`config.mk`:
```
export PLATFORM = sky130hd
export DESIGN_NAME = dram_board_ctl
export DESIGN_NICKNAME = d
export VERILOG_FILES = /design/src/include/dram_board_pkg.sv /design/src/include/outreg_if.sv /design/src/hw/dram_board_ctl.sv /design/src/hw/outreg_bank.sv
export SDC_FILE = /design/constraint.sdc
export NUM_CORES = 1
export LEC_CHECK = 0
export BUFFER_PORTS_ARGS = -buffer_cell sky130_fd_sc_hd__buf_2
export CELL_PAD_IN_SITES_DETAIL_PLACEMENT = 1
export CELL_PAD_IN_SITES_GLOBAL_PLACEMENT = 2
export CORE_ASPECT_RATIO = 0.7
export CORE_MARGIN = 5
export CORE_UTILIZATION = 41
export CTS_CLUSTER_DIAMETER = 120
export DETAILED_ROUTE_END_ITERATION = 10
export PLACE_DENSITY_LB_ADDON = 0.1
export SYNTH_ARGS = -nofsm -noshare
export SYNTH_HDL_FRONTEND = slang
export SYNTH_SLANG_ARGS = --single-unit
```
`constraint.sdc`:
```
create_clock -name clk_i -period 4.1 [get_ports clk_i]
set_input_delay 0.82 -clock clk_i [delete_from_list [all_inputs] [get_ports clk_i]]
set_output_delay 0.82 -clock clk_i [all_outputs]
set_load 0.05 [all_outputs]
```
`src/include/dram_board_pkg.sv`:
```
// constants, field positions and types shared by the memory board control logic
package dram_board_pkg;
   localparam int CLK_PERIOD_NS    = 8;
   localparam int NUM_MODULES      = 4;
   localparam int ADDR_W           = 17;
   localparam int DATA_W           = 16;
   localparam int MOD_SEL_W        = 2;
   localparam int RAM_ADDR_W       = 7;
   localparam int SMALL_RC_W       = 6;
   localparam int OREG_IDX_W       = 2;
   localparam int CNT_W            = 6;
   localparam int REF_CNT_W        = 12;
   localparam int BOARD_RANGE_W    = 3;

   // address field positions (bit 16 is the high-order physical address bit)
   localparam int MOD_LSB          = 0;
   localparam int BOARD_MSB        = 16;
   localparam int LARGE_BANK_BIT   = 16;
   localparam int LARGE_ROW_LSB    = 9;
   localparam int LARGE_COL_LSB    = 2;
   localparam int SMALL_BANK_BIT   = 14;
   localparam int SMALL_ROW_LSB    = 8;
   localparam int SMALL_COL_LSB    = 2;

   // module cycle timing
   localparam int MOD_CYCLE_NS     = 400;
   localparam int MOD_CYCLE_CYC    = (MOD_CYCLE_NS + CLK_PERIOD_NS - 1) / CLK_PERIOD_NS;
   localparam int ROW_PHASE_NS     = 100;
   localparam int ROW_PHASE_CYC    = (ROW_PHASE_NS + CLK_PERIOD_NS - 1) / CLK_PERIOD_NS;
   localparam logic [CNT_W-1:0] CYCLE_LOAD = CNT_W'(MOD_CYCLE_CYC);
   localparam logic [CNT_W-1:0] COL_START  = CNT_W'(MOD_CYCLE_CYC - ROW_PHASE_CYC);
   localparam logic [CNT_W-1:0] CNT_LAST   = 6'h01;

   // refresh intervals, rounded down to whole cycles
   localparam int REFRESH_SMALL_NS = 25000;
   localparam int REFRESH_LARGE_NS = 13000;
   localparam int REFRESH_SMALL_CYC = REFRESH_SMALL_NS / CLK_PERIOD_NS;
   localparam int REFRESH_LARGE_CYC = REFRESH_LARGE_NS / CLK_PERIOD_NS;
   localparam logic [REF_CNT_W-1:0] REF_LOAD_SMALL = REF_CNT_W'(REFRESH_SMALL_CYC - 1);
   localparam logic [REF_CNT_W-1:0] REF_LOAD_LARGE = REF_CNT_W'(REFRESH_LARGE_CYC - 1);

   typedef enum logic [1:0] {
      SIZE_256K = 2'h0,
      SIZE_128K = 2'h1,
      SIZE_64K  = 2'h2,
      SIZE_32K  = 2'h3
   } board_size_t;

   typedef enum logic [2:0] {
      TG_IDLE   = 3'h1,
      TG_DECODE = 3'h2,
      TG_ISSUE  = 3'h4
   } tg_state_t;
endpackage : dram_board_pkg

```
`src/include/outreg_if.sv`:
```
// carrier between the board control and its rotating output register file
`timescale 1ns/10ps
interface outreg_if;
   import dram_board_pkg::*;
   logic                  wr_en;
   logic [OREG_IDX_W-1:0] wr_idx;
   logic [DATA_W-1:0]     wr_data;
   logic                  rd_en;
   logic [OREG_IDX_W-1:0] rd_idx;
   logic [DATA_W-1:0]     rd_data;
   logic                  rd_valid;

   modport ctl  (output wr_en, wr_idx, wr_data, rd_en, rd_idx, input rd_data, rd_valid);
   modport bank (input wr_en, wr_idx, wr_data, rd_en, rd_idx, output rd_data, rd_valid);
endinterface : outreg_if

```
`src/hw/dram_board_ctl.sv`:
```
// control logic of a four-way interleaved dynamic RAM board
// Behaviour
// - on the start strobe, capture and decode the 17-bit address from the input bus
// - largest variant ignores board select lines; it is always selected
// - smaller variants match board lines against jumpers before module/bank decode
// - single-bank variants decode no bank bit; everything goes to bank zero
// - a timing generator sequences capture, decode and issue after the start strobe
// - each module latches its own row and column address parts
// - row enable drives the row address first, then column enable the column
// - write strobe captures the input bus word into the write-data latch
// - write strobe reaches the module's write enable through its write latch
// - four-to-one mux loads the finishing module's read word into an output register
// - the loaded output register drives the read data bus toward the CPU
// - output registers are used in strict rotation, one per operation
// - refresh starts only while all four modules are idle
// - refresh every 25 us on small variants, 13 us on large ones
// - refresh forces row enable on all modules with its own row address
// - low power-good with battery backup keeps refresh running
// - on battery power, only refresh runs; reads and writes are not started
// - selecting the board during a clashing operation or refresh raises busy
// - the low two address bits pick the module, so consecutive words interleave
// - each module runs its own 400 ns cycle, overlapping other modules
`timescale 1ns/10ps
module dram_board_ctl
   import dram_board_pkg::*;
(
   input  wire logic                                clk_i,                    // board clock
   input  wire logic                                resetn_i,                 // async reset
   input  wire logic                                ce_i,                     // clock enable
   input  wire logic                                op_start_strobe_i,        // op starting
   input  wire logic                                write_strobe_i,           // write op
   input  wire logic                                select_inhibit_i,         // cpu-fpu xfer
   input  wire logic [ADDR_W-1:0]                   addr_data_in_bus_i,       // address/data
   input  wire logic                                power_good_i,             // dc ok
   input  wire logic                                battery_option_i,         // strap
   input  wire board_size_t                         board_size_i,             // variant strap
   input  wire logic [BOARD_RANGE_W-1:0]            board_range_i,            // jumpers
   input  wire logic [NUM_MODULES-1:0][DATA_W-1:0]  ram_read_data_i,          // ram outputs
   output logic [NUM_MODULES-1:0]                   module_row_addr_enable_o, // row phase
   output logic [NUM_MODULES-1:0]                   module_col_addr_enable_o, // col phase
   output logic [NUM_MODULES-1:0][RAM_ADDR_W-1:0]   ram_addr_o,               // ram address
   output logic [NUM_MODULES-1:0]                   ram_bank_o,               // bank select
   output logic [NUM_MODULES-1:0]                   ram_we_o,                 // write enable
   output logic [DATA_W-1:0]                        latched_write_data_o,     // ram data in
   output logic [DATA_W-1:0]                        read_data_out_bus_o,      // read data
   output logic                                     read_data_valid_o,        // read pulse
   output logic                                     board_busy_response_o,    // busy pulse
   output logic                                     refresh_active_o          // in refresh
);
   tg_state_t               tg_state;
   logic [ADDR_W-1:0]       cap_addr;
   logic                    cap_write;
   logic                    dec_sel;
   logic                    dec_bank;
   logic [RAM_ADDR_W-1:0]   dec_row;
   logic [RAM_ADDR_W-1:0]   dec_col;
   logic [MOD_SEL_W-1:0]    dec_mod;
   logic [MOD_SEL_W-1:0]    iss_mod;
   logic                    iss_bank;
   logic [RAM_ADDR_W-1:0]   iss_row;
   logic [RAM_ADDR_W-1:0]   iss_col;
   logic                    iss_write;
   logic [MOD_SEL_W-1:0]    last_mod;
   logic                    last_valid;
   logic [OREG_IDX_W-1:0]   oreg_ptr;
   logic [NUM_MODULES-1:0]  mod_busy;
   logic [NUM_MODULES-1:0]  mod_in_row;
   logic [NUM_MODULES-1:0]  rd_done;
   logic [OREG_IDX_W-1:0]   mod_oreg [NUM_MODULES];
   logic [MOD_SEL_W-1:0]    done_idx;
   logic                    done_any;
   logic                    all_idle;
   logic                    battery_mode;
   logic                    refresh_en;
   logic                    clash;
   logic                    issue;
   logic                    take_start;
   logic [REF_CNT_W-1:0]    ref_timer;
   logic                    ref_due;
   logic                    ref_start;
   logic [CNT_W-1:0]        ref_cnt;
   logic                    refreshing;
   logic [RAM_ADDR_W-1:0]   ref_row;
   logic                    busy_pulse;

   outreg_if oport ();

   outreg_bank u_outreg_bank (
      .clk_i    (clk_i),
      .resetn_i (resetn_i),
      .ce_i     (ce_i),
      .port     (oport.bank)
   );

   assign battery_mode = battery_option_i && !power_good_i;
   // without the battery option a power loss drops contents anyway
   assign refresh_en   = power_good_i || battery_option_i;
   assign all_idle     = (mod_busy == '0);
   assign issue        = (tg_state == TG_ISSUE);
   assign take_start   = op_start_strobe_i && !select_inhibit_i && !battery_mode;
   assign dec_mod      = cap_addr[MOD_LSB +: MOD_SEL_W];
   assign clash        = mod_busy[dec_mod] || refreshing;

   // address decode per board variant
   always_comb begin
      dec_sel  = 1'b0;
      dec_bank = 1'b0;
      dec_row  = cap_addr[LARGE_ROW_LSB +: RAM_ADDR_W];
      dec_col  = cap_addr[LARGE_COL_LSB +: RAM_ADDR_W];
      unique case (board_size_i)
         SIZE_256K: begin
            dec_sel  = 1'b1;
            dec_bank = cap_addr[LARGE_BANK_BIT];
         end
         SIZE_128K: begin
            dec_sel  = (cap_addr[BOARD_MSB] == board_range_i[BOARD_RANGE_W-1]);
         end
         SIZE_64K: begin
            dec_sel  = (cap_addr[BOARD_MSB -: 2] == board_range_i[BOARD_RANGE_W-1 -: 2]);
            dec_bank = cap_addr[SMALL_BANK_BIT];
            dec_row  = {1'b0, cap_addr[SMALL_ROW_LSB +: SMALL_RC_W]};
            dec_col  = {1'b0, cap_addr[SMALL_COL_LSB +: SMALL_RC_W]};
         end
         SIZE_32K: begin
            dec_sel  = (cap_addr[BOARD_MSB -: BOARD_RANGE_W] == board_range_i);
            dec_row  = {1'b0, cap_addr[SMALL_ROW_LSB +: SMALL_RC_W]};
            dec_col  = {1'b0, cap_addr[SMALL_COL_LSB +: SMALL_RC_W]};
         end
      endcase
   end

   // interface timing generator: capture, decode, issue
   always_ff @(posedge clk_i or negedge resetn_i) begin
      if (!resetn_i) begin
         tg_state <= TG_IDLE;
         cap_addr <= '0;
         iss_mod  <= '0;
         iss_bank <= 1'b0;
         iss_row  <= '0;
         iss_col  <= '0;
      end else if (ce_i) begin
         unique case (tg_state)
            TG_IDLE: begin
               if (take_start) begin
                  cap_addr <= addr_data_in_bus_i;
                  tg_state <= TG_DECODE;
               end
            end
            TG_DECODE: begin
               iss_mod  <= dec_mod;
               iss_bank <= dec_bank;
               iss_row  <= dec_row;
               iss_col  <= dec_col;
               tg_state <= (dec_sel && !clash && !battery_mode) ? TG_ISSUE : TG_IDLE;
            end
            TG_ISSUE: begin
               tg_state <= TG_IDLE;
            end
            default: begin
               tg_state <= TG_IDLE;
            end
         endcase
      end
   end

   // a write strobe may come with the start or during the row phase
   always_ff @(posedge clk_i or negedge resetn_i) begin
      if (!resetn_i) begin
         cap_write <= 1'b0;
         iss_write <= 1'b0;
      end else if (ce_i) begin
         if (tg_state == TG_IDLE) begin
            cap_write <= take_start && write_strobe_i;
         end else if (tg_state == TG_DECODE) begin
            iss_write <= cap_write || write_strobe_i;
         end
      end
   end

   always_ff @(posedge clk_i or negedge resetn_i) begin
      if (!resetn_i) begin
         latched_write_data_o <= '0;
      end else if (ce_i && write_strobe_i) begin
         latched_write_data_o <= addr_data_in_bus_i[DATA_W-1:0];
      end
   end

   always_ff @(posedge clk_i or negedge resetn_i) begin
      if (!resetn_i) begin
         busy_pulse <= 1'b0;
      end else if (ce_i) begin
         busy_pulse <= (tg_state == TG_DECODE) && dec_sel && clash && !battery_mode;
      end
   end
   assign board_busy_response_o = busy_pulse;

   // one output register per operation, rotating regardless of module
   always_ff @(posedge clk_i or negedge resetn_i) begin
      if (!resetn_i) begin
         oreg_ptr   <= '0;
         last_mod   <= '0;
         last_valid <= 1'b0;
      end else if (ce_i && issue) begin
         oreg_ptr   <= oreg_ptr + 2'h1;
         last_mod   <= iss_mod;
         last_valid <= 1'b1;
      end
   end

   // per-module timing generator and address latches
   for (genvar m = 0; m < NUM_MODULES; m++) begin : g_mod
      logic [CNT_W-1:0]      cnt;
      logic [RAM_ADDR_W-1:0] row_l;
      logic [RAM_ADDR_W-1:0] col_l;
      logic                  bank_l;
      logic                  wr_l;
      logic [OREG_IDX_W-1:0] oreg_l;
      logic                  start;
      logic                  wr_hit;
      logic                  row_en;
      logic                  col_en;
      logic                  we;
      logic                  bank_q;
      logic [RAM_ADDR_W-1:0] addr_q;

      assign start         = issue && (iss_mod == MOD_SEL_W'(m));
      assign mod_busy[m]   = (cnt != '0);
      assign mod_in_row[m] = mod_busy[m] && (cnt > COL_START);
      assign wr_hit        = write_strobe_i && last_valid && (last_mod == MOD_SEL_W'(m))
                             && mod_in_row[m];
      assign rd_done[m]    = (cnt == CNT_LAST) && !wr_l;
      assign mod_oreg[m]   = oreg_l;

      always_ff @(posedge clk_i or negedge resetn_i) begin
         if (!resetn_i) begin
            cnt <= '0;
         end else if (ce_i) begin
            if (start) begin
               cnt <= CYCLE_LOAD;
            end else if (mod_busy[m]) begin
               cnt <= cnt - 6'h01;
            end
         end
      end

      always_ff @(posedge clk_i or negedge resetn_i) begin
         if (!resetn_i) begin
            row_l  <= '0;
            col_l  <= '0;
            bank_l <= 1'b0;
            oreg_l <= '0;
            wr_l   <= 1'b0;
         end else if (ce_i) begin
            if (start) begin
               row_l  <= iss_row;
               col_l  <= iss_col;
               bank_l <= iss_bank;
               oreg_l <= oreg_ptr;
               wr_l   <= iss_write;
            end else if (wr_hit) begin
               wr_l   <= 1'b1;
            end
         end
      end

      // refresh overrides the row path of every module
      always_ff @(posedge clk_i or negedge resetn_i) begin
         if (!resetn_i) begin
            row_en <= 1'b0;
            col_en <= 1'b0;
            we     <= 1'b0;
            bank_q <= 1'b0;
            addr_q <= '0;
         end else if (ce_i) begin
            row_en <= refreshing || mod_in_row[m];
            col_en <= !refreshing && mod_busy[m] && !mod_in_row[m];
            we     <= !refreshing && mod_busy[m] && !mod_in_row[m] && wr_l;
            bank_q <= bank_l;
            addr_q <= refreshing ? ref_row : (mod_in_row[m] ? row_l : col_l);
         end
      end

      assign module_row_addr_enable_o[m] = row_en;
      assign module_col_addr_enable_o[m] = col_en;
      assign ram_we_o[m]                 = we;
      assign ram_bank_o[m]               = bank_q;
      assign ram_addr_o[m]               = addr_q;
   end

   // read completion: starts are spaced, so at most one module finishes per cycle
   always_comb begin
      done_idx = '0;
      done_any = 1'b0;
      for (int i = 0; i < NUM_MODULES; i++) begin
         if (rd_done[i]) begin
            done_idx = MOD_SEL_W'(i);
            done_any = 1'b1;
         end
      end
   end

   assign oport.wr_en   = done_any && ce_i;
   assign oport.wr_idx  = mod_oreg[done_idx];
   assign oport.wr_data = ram_read_data_i[done_idx];

   always_ff @(posedge clk_i or negedge resetn_i) begin
      if (!resetn_i) begin
         oport.rd_en  <= 1'b0;
         oport.rd_idx <= '0;
      end else if (ce_i) begin
         oport.rd_en  <= done_any;
         oport.rd_idx <= mod_oreg[done_idx];
      end
   end
   assign read_data_out_bus_o = oport.rd_data;
   assign read_data_valid_o   = oport.rd_valid;

   // refresh scheduling
   always_ff @(posedge clk_i or negedge resetn_i) begin
      if (!resetn_i) begin
         ref_timer <= REF_LOAD_LARGE;
      end else if (ce_i) begin
         if (ref_timer == '0) begin
            ref_timer <= (board_size_i == SIZE_256K || board_size_i == SIZE_128K)
                         ? REF_LOAD_LARGE : REF_LOAD_SMALL;
         end else begin
            ref_timer <= ref_timer - 12'h001;
         end
      end
   end

   // a refresh waits for idle modules and an idle timing generator
   assign ref_start = ref_due && refresh_en && all_idle && !refreshing
                      && (tg_state == TG_IDLE);

   always_ff @(posedge clk_i or negedge resetn_i) begin
      if (!resetn_i) begin
         ref_due <= 1'b0;
      end else if (ce_i) begin
         ref_due <= (ref_due && !ref_start) || (ref_timer == '0);
      end
   end

   always_ff @(posedge clk_i or negedge resetn_i) begin
      if (!resetn_i) begin
         ref_cnt    <= '0;
         refreshing <= 1'b0;
         ref_row    <= '0;
      end else if (ce_i) begin
         if (ref_start) begin
            ref_cnt    <= CYCLE_LOAD;
            refreshing <= 1'b1;
         end else if (refreshing) begin
            ref_cnt <= ref_cnt - 6'h01;
            if (ref_cnt == CNT_LAST) begin
               refreshing <= 1'b0;
               ref_row    <= ref_row + 7'h01;
            end
         end
      end
   end

   always_ff @(posedge clk_i or negedge resetn_i) begin
      if (!resetn_i) begin
         refresh_active_o <= 1'b0;
      end else if (ce_i) begin
         refresh_active_o <= refreshing;
      end
   end
endmodule : dram_board_ctl

```
`src/hw/outreg_bank.sv`:
```
// four output registers with a registered read port
`timescale 1ns/10ps
module outreg_bank
   import dram_board_pkg::*;
(
   input  wire logic clk_i,      // board clock
   input  wire logic resetn_i,   // async reset, active low
   input  wire logic ce_i,       // clock enable
   outreg_if.bank    port        // write and read requests
);
   logic [DATA_W-1:0] words [NUM_MODULES];

   always_ff @(posedge clk_i or negedge resetn_i) begin
      if (!resetn_i) begin
         for (int i = 0; i < NUM_MODULES; i++) begin
            words[i] <= '0;
         end
      end else if (ce_i && port.wr_en) begin
         words[port.wr_idx] <= port.wr_data;
      end
   end

   always_ff @(posedge clk_i or negedge resetn_i) begin
      if (!resetn_i) begin
         port.rd_data  <= '0;
         port.rd_valid <= 1'b0;
      end else if (ce_i) begin
         port.rd_valid <= port.rd_en;
         if (port.rd_en) begin
            port.rd_data <= words[port.rd_idx];
         end
      end
   end
endmodule : outreg_bank

```
; Yosys cells after proc, flatten, opt, wreduce, memory -nomap -nowiden
; Cells that the tools add are included.
[word_totals]
in_bits = 94
regBits = 313
elab_cells = 287
[op_classes]
add_sub_neg = 8
n_reduce_logical = 114
eq_ne = 21
bitwise_logic = 5
muxes = 58
n_lt_le_gt_ge = 10
[op_table]
columns = cell, n
row1 = 7-bit 2-to-1 mux, 10
row2 = 16-bit binary-select mux with 2-bit select, 2
row3 = 64-bit bitwise mux, 1
row4 = 16-bit 2-to-1 mux, 4
row5 = 6-bit 2-to-1 mux, 10
row6 = 1-bit logical AND, 52
row7 = 2-bit AND reduction, 17
row8 = 16-bit demux with 2-bit select, 1
row9 = 6-bit by 1-bit equality test with 1-bit output (second input constant), 5
row10 = 6-bit by 1-bit subtractor with 6-bit output (second input constant), 5
row11 = 6-bit > comparator (second input constant), 4
row12 = 12-bit 2-to-1 mux, 2
row13 = 6-bit nonzero test, 4
row14 = 2-bit nonzero test, 9
row15 = 1-bit 2-to-1 mux, 17
row16 = 1-bit zero test, 14
row17 = 2-bit equality test (second input constant), 6
row18 = 12-bit zero test, 1
row19 = 12-bit by 1-bit subtractor with 12-bit output (second input constant), 1
row20 = 3-bit >= comparator (second input constant), 3
row21 = 1-bit logical OR, 9
row22 = 2-bit inverter with 3-bit output, 3
row23 = 2-bit 2-to-1 mux, 4
row24 = 7-bit by 1-bit adder with 7-bit output (second input constant), 1
row25 = 23 further kinds, 31

; Depth between registers and ports, before layout
[logic_depth]
word_depth = 15
mapped_depth = 11
depth_no_buf = 8

; Modules after synthesis
; Synthesis repeated with hierarchy kept, for this count alone.
[hier_totals]
cells_unflattened = 1269
hier_area_um2 = 14281.2
[by_module_without_submodules]
columns = mod, seq_area_each_um2, n_inst, area_each_um2, cells_each
row1 = dram_board_ctl, 5813.1, 1, 10819.1, 1074
row2 = outreg_bank, 2026.9, 1, 3462.1, 195

; Worst setup path before layout
; No wires, ideal clock.
[synth_timing]
path_kind = input port to flip-flop
startpoint = input port ce_i
endpoint = register g_mod[2].col_l[0]
setup_time_ps = 125
stages = 7
arrival_time_ps = 2414
setup_slack_ps = 1561
cell_sequence = clkbuf_1 > nand2b_1 > clkbuf_1 > or4_1 > clkbuf_1 > clkbuf_1 > mux2_2
[synth_between]
elab_chain_cells = 1
[synth_lines]
columns = item, line
row1 = from (decl), dram_board_ctl.sv:29  ; input wire logic ce_i,
row2 = 2-bit AND reduction (no source line), -
row3 = to (signal assigned), dram_board_ctl.sv:256  ; col_l <= iss_col;
row4 = to (decl), dram_board_ctl.sv:214  ; logic [RAM_ADDR_W-1:0] col_l;
; Every way passes these cells.
; A chain may end at the register's enable or synchronous reset.

; Final worst setup path
[layout_timing]
startpoint = register g_mod[2].cnt[1]
endpoint = register u_outreg_bank.words[11] (netlist name)
[layout_between]
elab_chain_cells = 14
[layout_lines]
columns = item, line
row1 = from (decl), dram_board_ctl.sv:212  ; logic [CNT_W-1:0] cnt;
row2 = from (signal assigned), dram_board_ctl.sv:241  ; cnt <= cnt - 6'h01;
row3 = 6-bit by 1-bit equality test with 1-bit output (*), dram_board_ctl.sv:231  ; assign rd_done[m] = (cnt == CNT_LAST) && !wr_l;
row4 = 1-bit logical AND (*), dram_board_ctl.sv:231
row5 = 2-bit 2-to-1 mux (2 in a row), dram_board_ctl.sv:295  ; if (rd_done[i]) begin
row6 = 2-bit inverter with 3-bit output (not written as such), dram_board_ctl.sv:303  ; assign oport.wr_idx = mod_oreg[done_idx];
row7 = 2-bit binary-select mux with 2-bit select, dram_board_ctl.sv:303
row8 = 2-bit 2-to-1 mux (not written as such) (2 in a row), dram_board_ctl.sv:303
row9 = 2-bit inverter with 3-bit output (not written as such), outreg_bank.sv:19  ; words[port.wr_idx] <= port.wr_data;
row10 = 3-bit >= comparator (not written as such) or 3-bit by 1-bit < comparator with 1-bit output (tied branches), outreg_bank.sv:19
row11 = 1-bit logical AND (not written as such), outreg_bank.sv:19
row12 = 16-bit 2-to-1 mux (not written as such), outreg_bank.sv:19
row13 = 16-bit demux with 2-bit select, outreg_bank.sv:19
row14 = 64-bit bitwise mux, outreg_bank.sv:19
row15 = "to (signal, indexed assignment)", outreg_bank.sv:19
row16 = to (decl), outreg_bank.sv:11  ; logic [DATA_W-1:0] words [NUM_MODULES];
; Mark *: on every way between the ends. The rest lies on a longest branch, timed or not. The select of a mux whose other input is x is not followed.

==> impl_metrics.ini <==
[status]
outcome = complete, no violations

[sta]
rsz0062_at_grt = false
final-max-slew-violation-count = 0
timing.final.crit_share_pct = 69.2
holdWs_ps = 388
setup_viol = 0
maxSlewHeadroom_pct = 35.7
clock_skew_ps = 15.7
final.min_clock_period_ps = 2840
fmax_ghz = 0.352
hold_viol = 0
tns_ps = 0
tightest_slew_ps = 965

[worst_setup_path]
cp-end-kind = flip-flop
path_delay_family = compound AO/OA/AOI/OAI gates
critPathSlowestCell = o2111ai_2
critPathBufInv = 2
cp.arrival_ps = 3210
worstPathMaxFanout = 19
cp_slowest_stage_delay_ps = 460
required_ps = 4470
cp-start-kind = flip-flop
path_cells = inv_1 -> ha_1 -> nor2b_1 -> nand2_2 -> a311oi_4 -> o2111ai_2 -> buf_4 -> nand2_1 -> o21ai_1
crit_type = reg2reg
rrSetupSlack_ps = 1260

[yosys]
yosysSeqAreaShare_pct = 54.2
syn-instance-count = 1371
synth_top_family_by_area = simple AND/OR/NAND/NOR gates
muxShareOfSynthArea_pct = 14.0
synthTopCellsByArea = dfrtp_1 53%, nand2_1 7.4%, mux2_2 6.3%, mux2i_1 4.4%, o21ai_0 3.3%
synth_most_common_cell = dfrtp_1
synth_commonest_cells = 307 x dfrtp_1, 285 x nand2_1, 95 x o21ai_0, 87 x inv_1, 81 x mux2_2
ys_ff_latch = 313
synth_nets = 1478
yosysTopAreaCell = dfrtp_1
yosysTopAreaCellShare_pct = 53.1
syn_avg_cell_area_sq_um = 10.6
synth_simple_gate_area_share_pct = 15.3
synthAdderAreaFrac_pct = 1.12
synth_area_sq_mm = 0.0145
synth-compound-area-share_pct = 8.25
synth_flop_cell = dfrtp_1
async_reset_ff_share_pct = 100
synth_edf_count = 0
synth_cell_type_count = 72
synth_warnings = 0
synth_xor_xnor_area_share_pct = 1.94

[route]
via_per_inst = 5.26
routed_wirelength_mm = 40.3
first_pass_iters = 5
drtAntennaViolNets = 0
drc = 0
drtIter0Drc = 644
vias = 10600
wl_per_cell_microns = 20.0

[pwr]
ir_worst_vdd_uv = 321
power_mw = 10.5
power_density_mw_per_mm2 = 619
p_leak_nw = 8.34

[placed_design]
io_buffers = 172
place_area_sq_mm = 0.0157
place_congestion = 0.803
dp_hpwl_mm = 29.4

[global_routing]
grt_max_degree = 114
grt_overflow = 0
antenna_found_initial = 0
grt_pass1_vias = 11100
grtUsageTotal_pct = 20.6
grt_pass1_wl_mm = 64.4

[finish]
nNetsFinal = 1631
antenna_cells = 0
stdcell_area_sq_mm = 0.0169
drive_gt1_share_pct = 24.9
syn_to_final_growth_pct = 16.8

[clock_tree]
clock_latency_ps = 520
root_buffer = clkbuf_16
cts_tree = yes
clockBufferDepth = 3
post_cts_buffers = 0
cts_sinks = 313
cts_buffers = 35
path_clk_slew_ps = 60
cts-resized-gates = 0
ctsHoldBuffers = 0
h-tree-depth = 2

[floorplan]
io_pins = 173
die_x_microns = 235
initial_core_util_pct = 41.6
die_area_sq_mm = 0.0392
rows = 57
dieHeight_microns = 167
core_sq_mm = 0.0347

[hold_path]
hold_path.class = in2async

[flow_run]
cap_viol_max_count = 0
[state kept, by name (all words and copies together) (netlist names), 8 cells and up]
register                    cells
latched_write_data_o           16
g_mod.oreg_l                    8
g_mod.cnt                      24
g_mod.col_l                    28
u_outreg_bank.words            64
u_outreg_bank.port.rd_data     16
ref_timer                      12
g_mod.row_l                    28
cap_addr                       17
g_mod.addr_q                   28
[metrics by stage]
stage | util [%] | cells | setup WS (ps)
floorplan | - | 1371 | 1560
global placement | 45.3 | 1959 | 1160
detailed placement | 45.3 | 1959 | 1110
CTS | 48.7 | 2019 | 1230
global route | 48.7 | 2019 | 1020
finish | 48.7 | 2019 | 1260
[layer usage]
metal | GRT usage [%] | vias to the layer above | routed length (microns)
met3 | 3.17 | 36 | 1630
met2 | 29.6 | 167 | 17000
met5 | 0 | - | 0
li1 | - | 4966 | -
met4 | 3.32 | 0 | 465
met1 | 33.5 | 5444 | 21200
[cell usage in the layout (no fill, tap or decap), types with 5 or more instances in the layout]
cell / instances
clkbuf_8: 7
clkbuf_16: 37
o31ai_2: 5
mux2_2: 81
nand2b_1: 13
inv_1: 87
dfrtp_1: 307
buf_4: 24
nand2_1: 285
nor4_1: 10
xnor2_1: 20
nor3b_1: 5
clkbuf_1: 9
mux2i_1: 63
or3_1: 8
o221ai_1: 14
buf_2: 170
mux4_2: 17
ha_1: 13
o21ai_1: 11
nand4_1: 5
o21ai_0: 95
and2_1: 7
dfstp_2: 6
nor2_1: 55
xor2_1: 12
nand3b_1: 6
a21oi_1: 24
nand3_1: 50
o211ai_1: 6
nor3_1: 15
[cell type report]
type | count | area (sq um)
clock buffer | 53 | 1060
tap | 472 | 591
sequential | 313 | 7840
multi-input combinational | 889 | 5890
fill | 3872 | 17800
clock inverter | 7 | 110
timing repair buffer | 197 | 1090
inverter | 88 | 330
[cells by family after synthesis]
kind of cell | Yosys count
AOI/OAI and AO/OA | 188
adders and majority gates | 13
xor gates and xnor gates | 32
DFF | 313
buffers and inverters | 169
muxes | 169
and+or+nand+nor | 487
[final timing paths]
path,depth (start not counted),end,start
worst max-delay path,9,u_outreg_bank.words[11],g_mod[2].cnt[1]
worst min-delay path,1,cap_addr[14],resetn_i
worst max register to register,9,u_outreg_bank.words[11],g_mod[2].cnt[1]
worst min register to register,1,ref_row[6],ref_row[6]
max in group asynchronous,2,g_mod[0].row_l[2],resetn_i
min in group clk_i,1,ref_row[6],ref_row[6]
[power breakdown]
group | leakage [nW] | internal, mW | switching (mW)
logic | 3.78 | 1.07 | 1.70
registers | 3.99 | 3.78 | 0.706
clock network | 0.575 | 1.96 | 1.24
total | 8.34 | 6.81 | 3.65
Power figures use the tool's default switching activity.
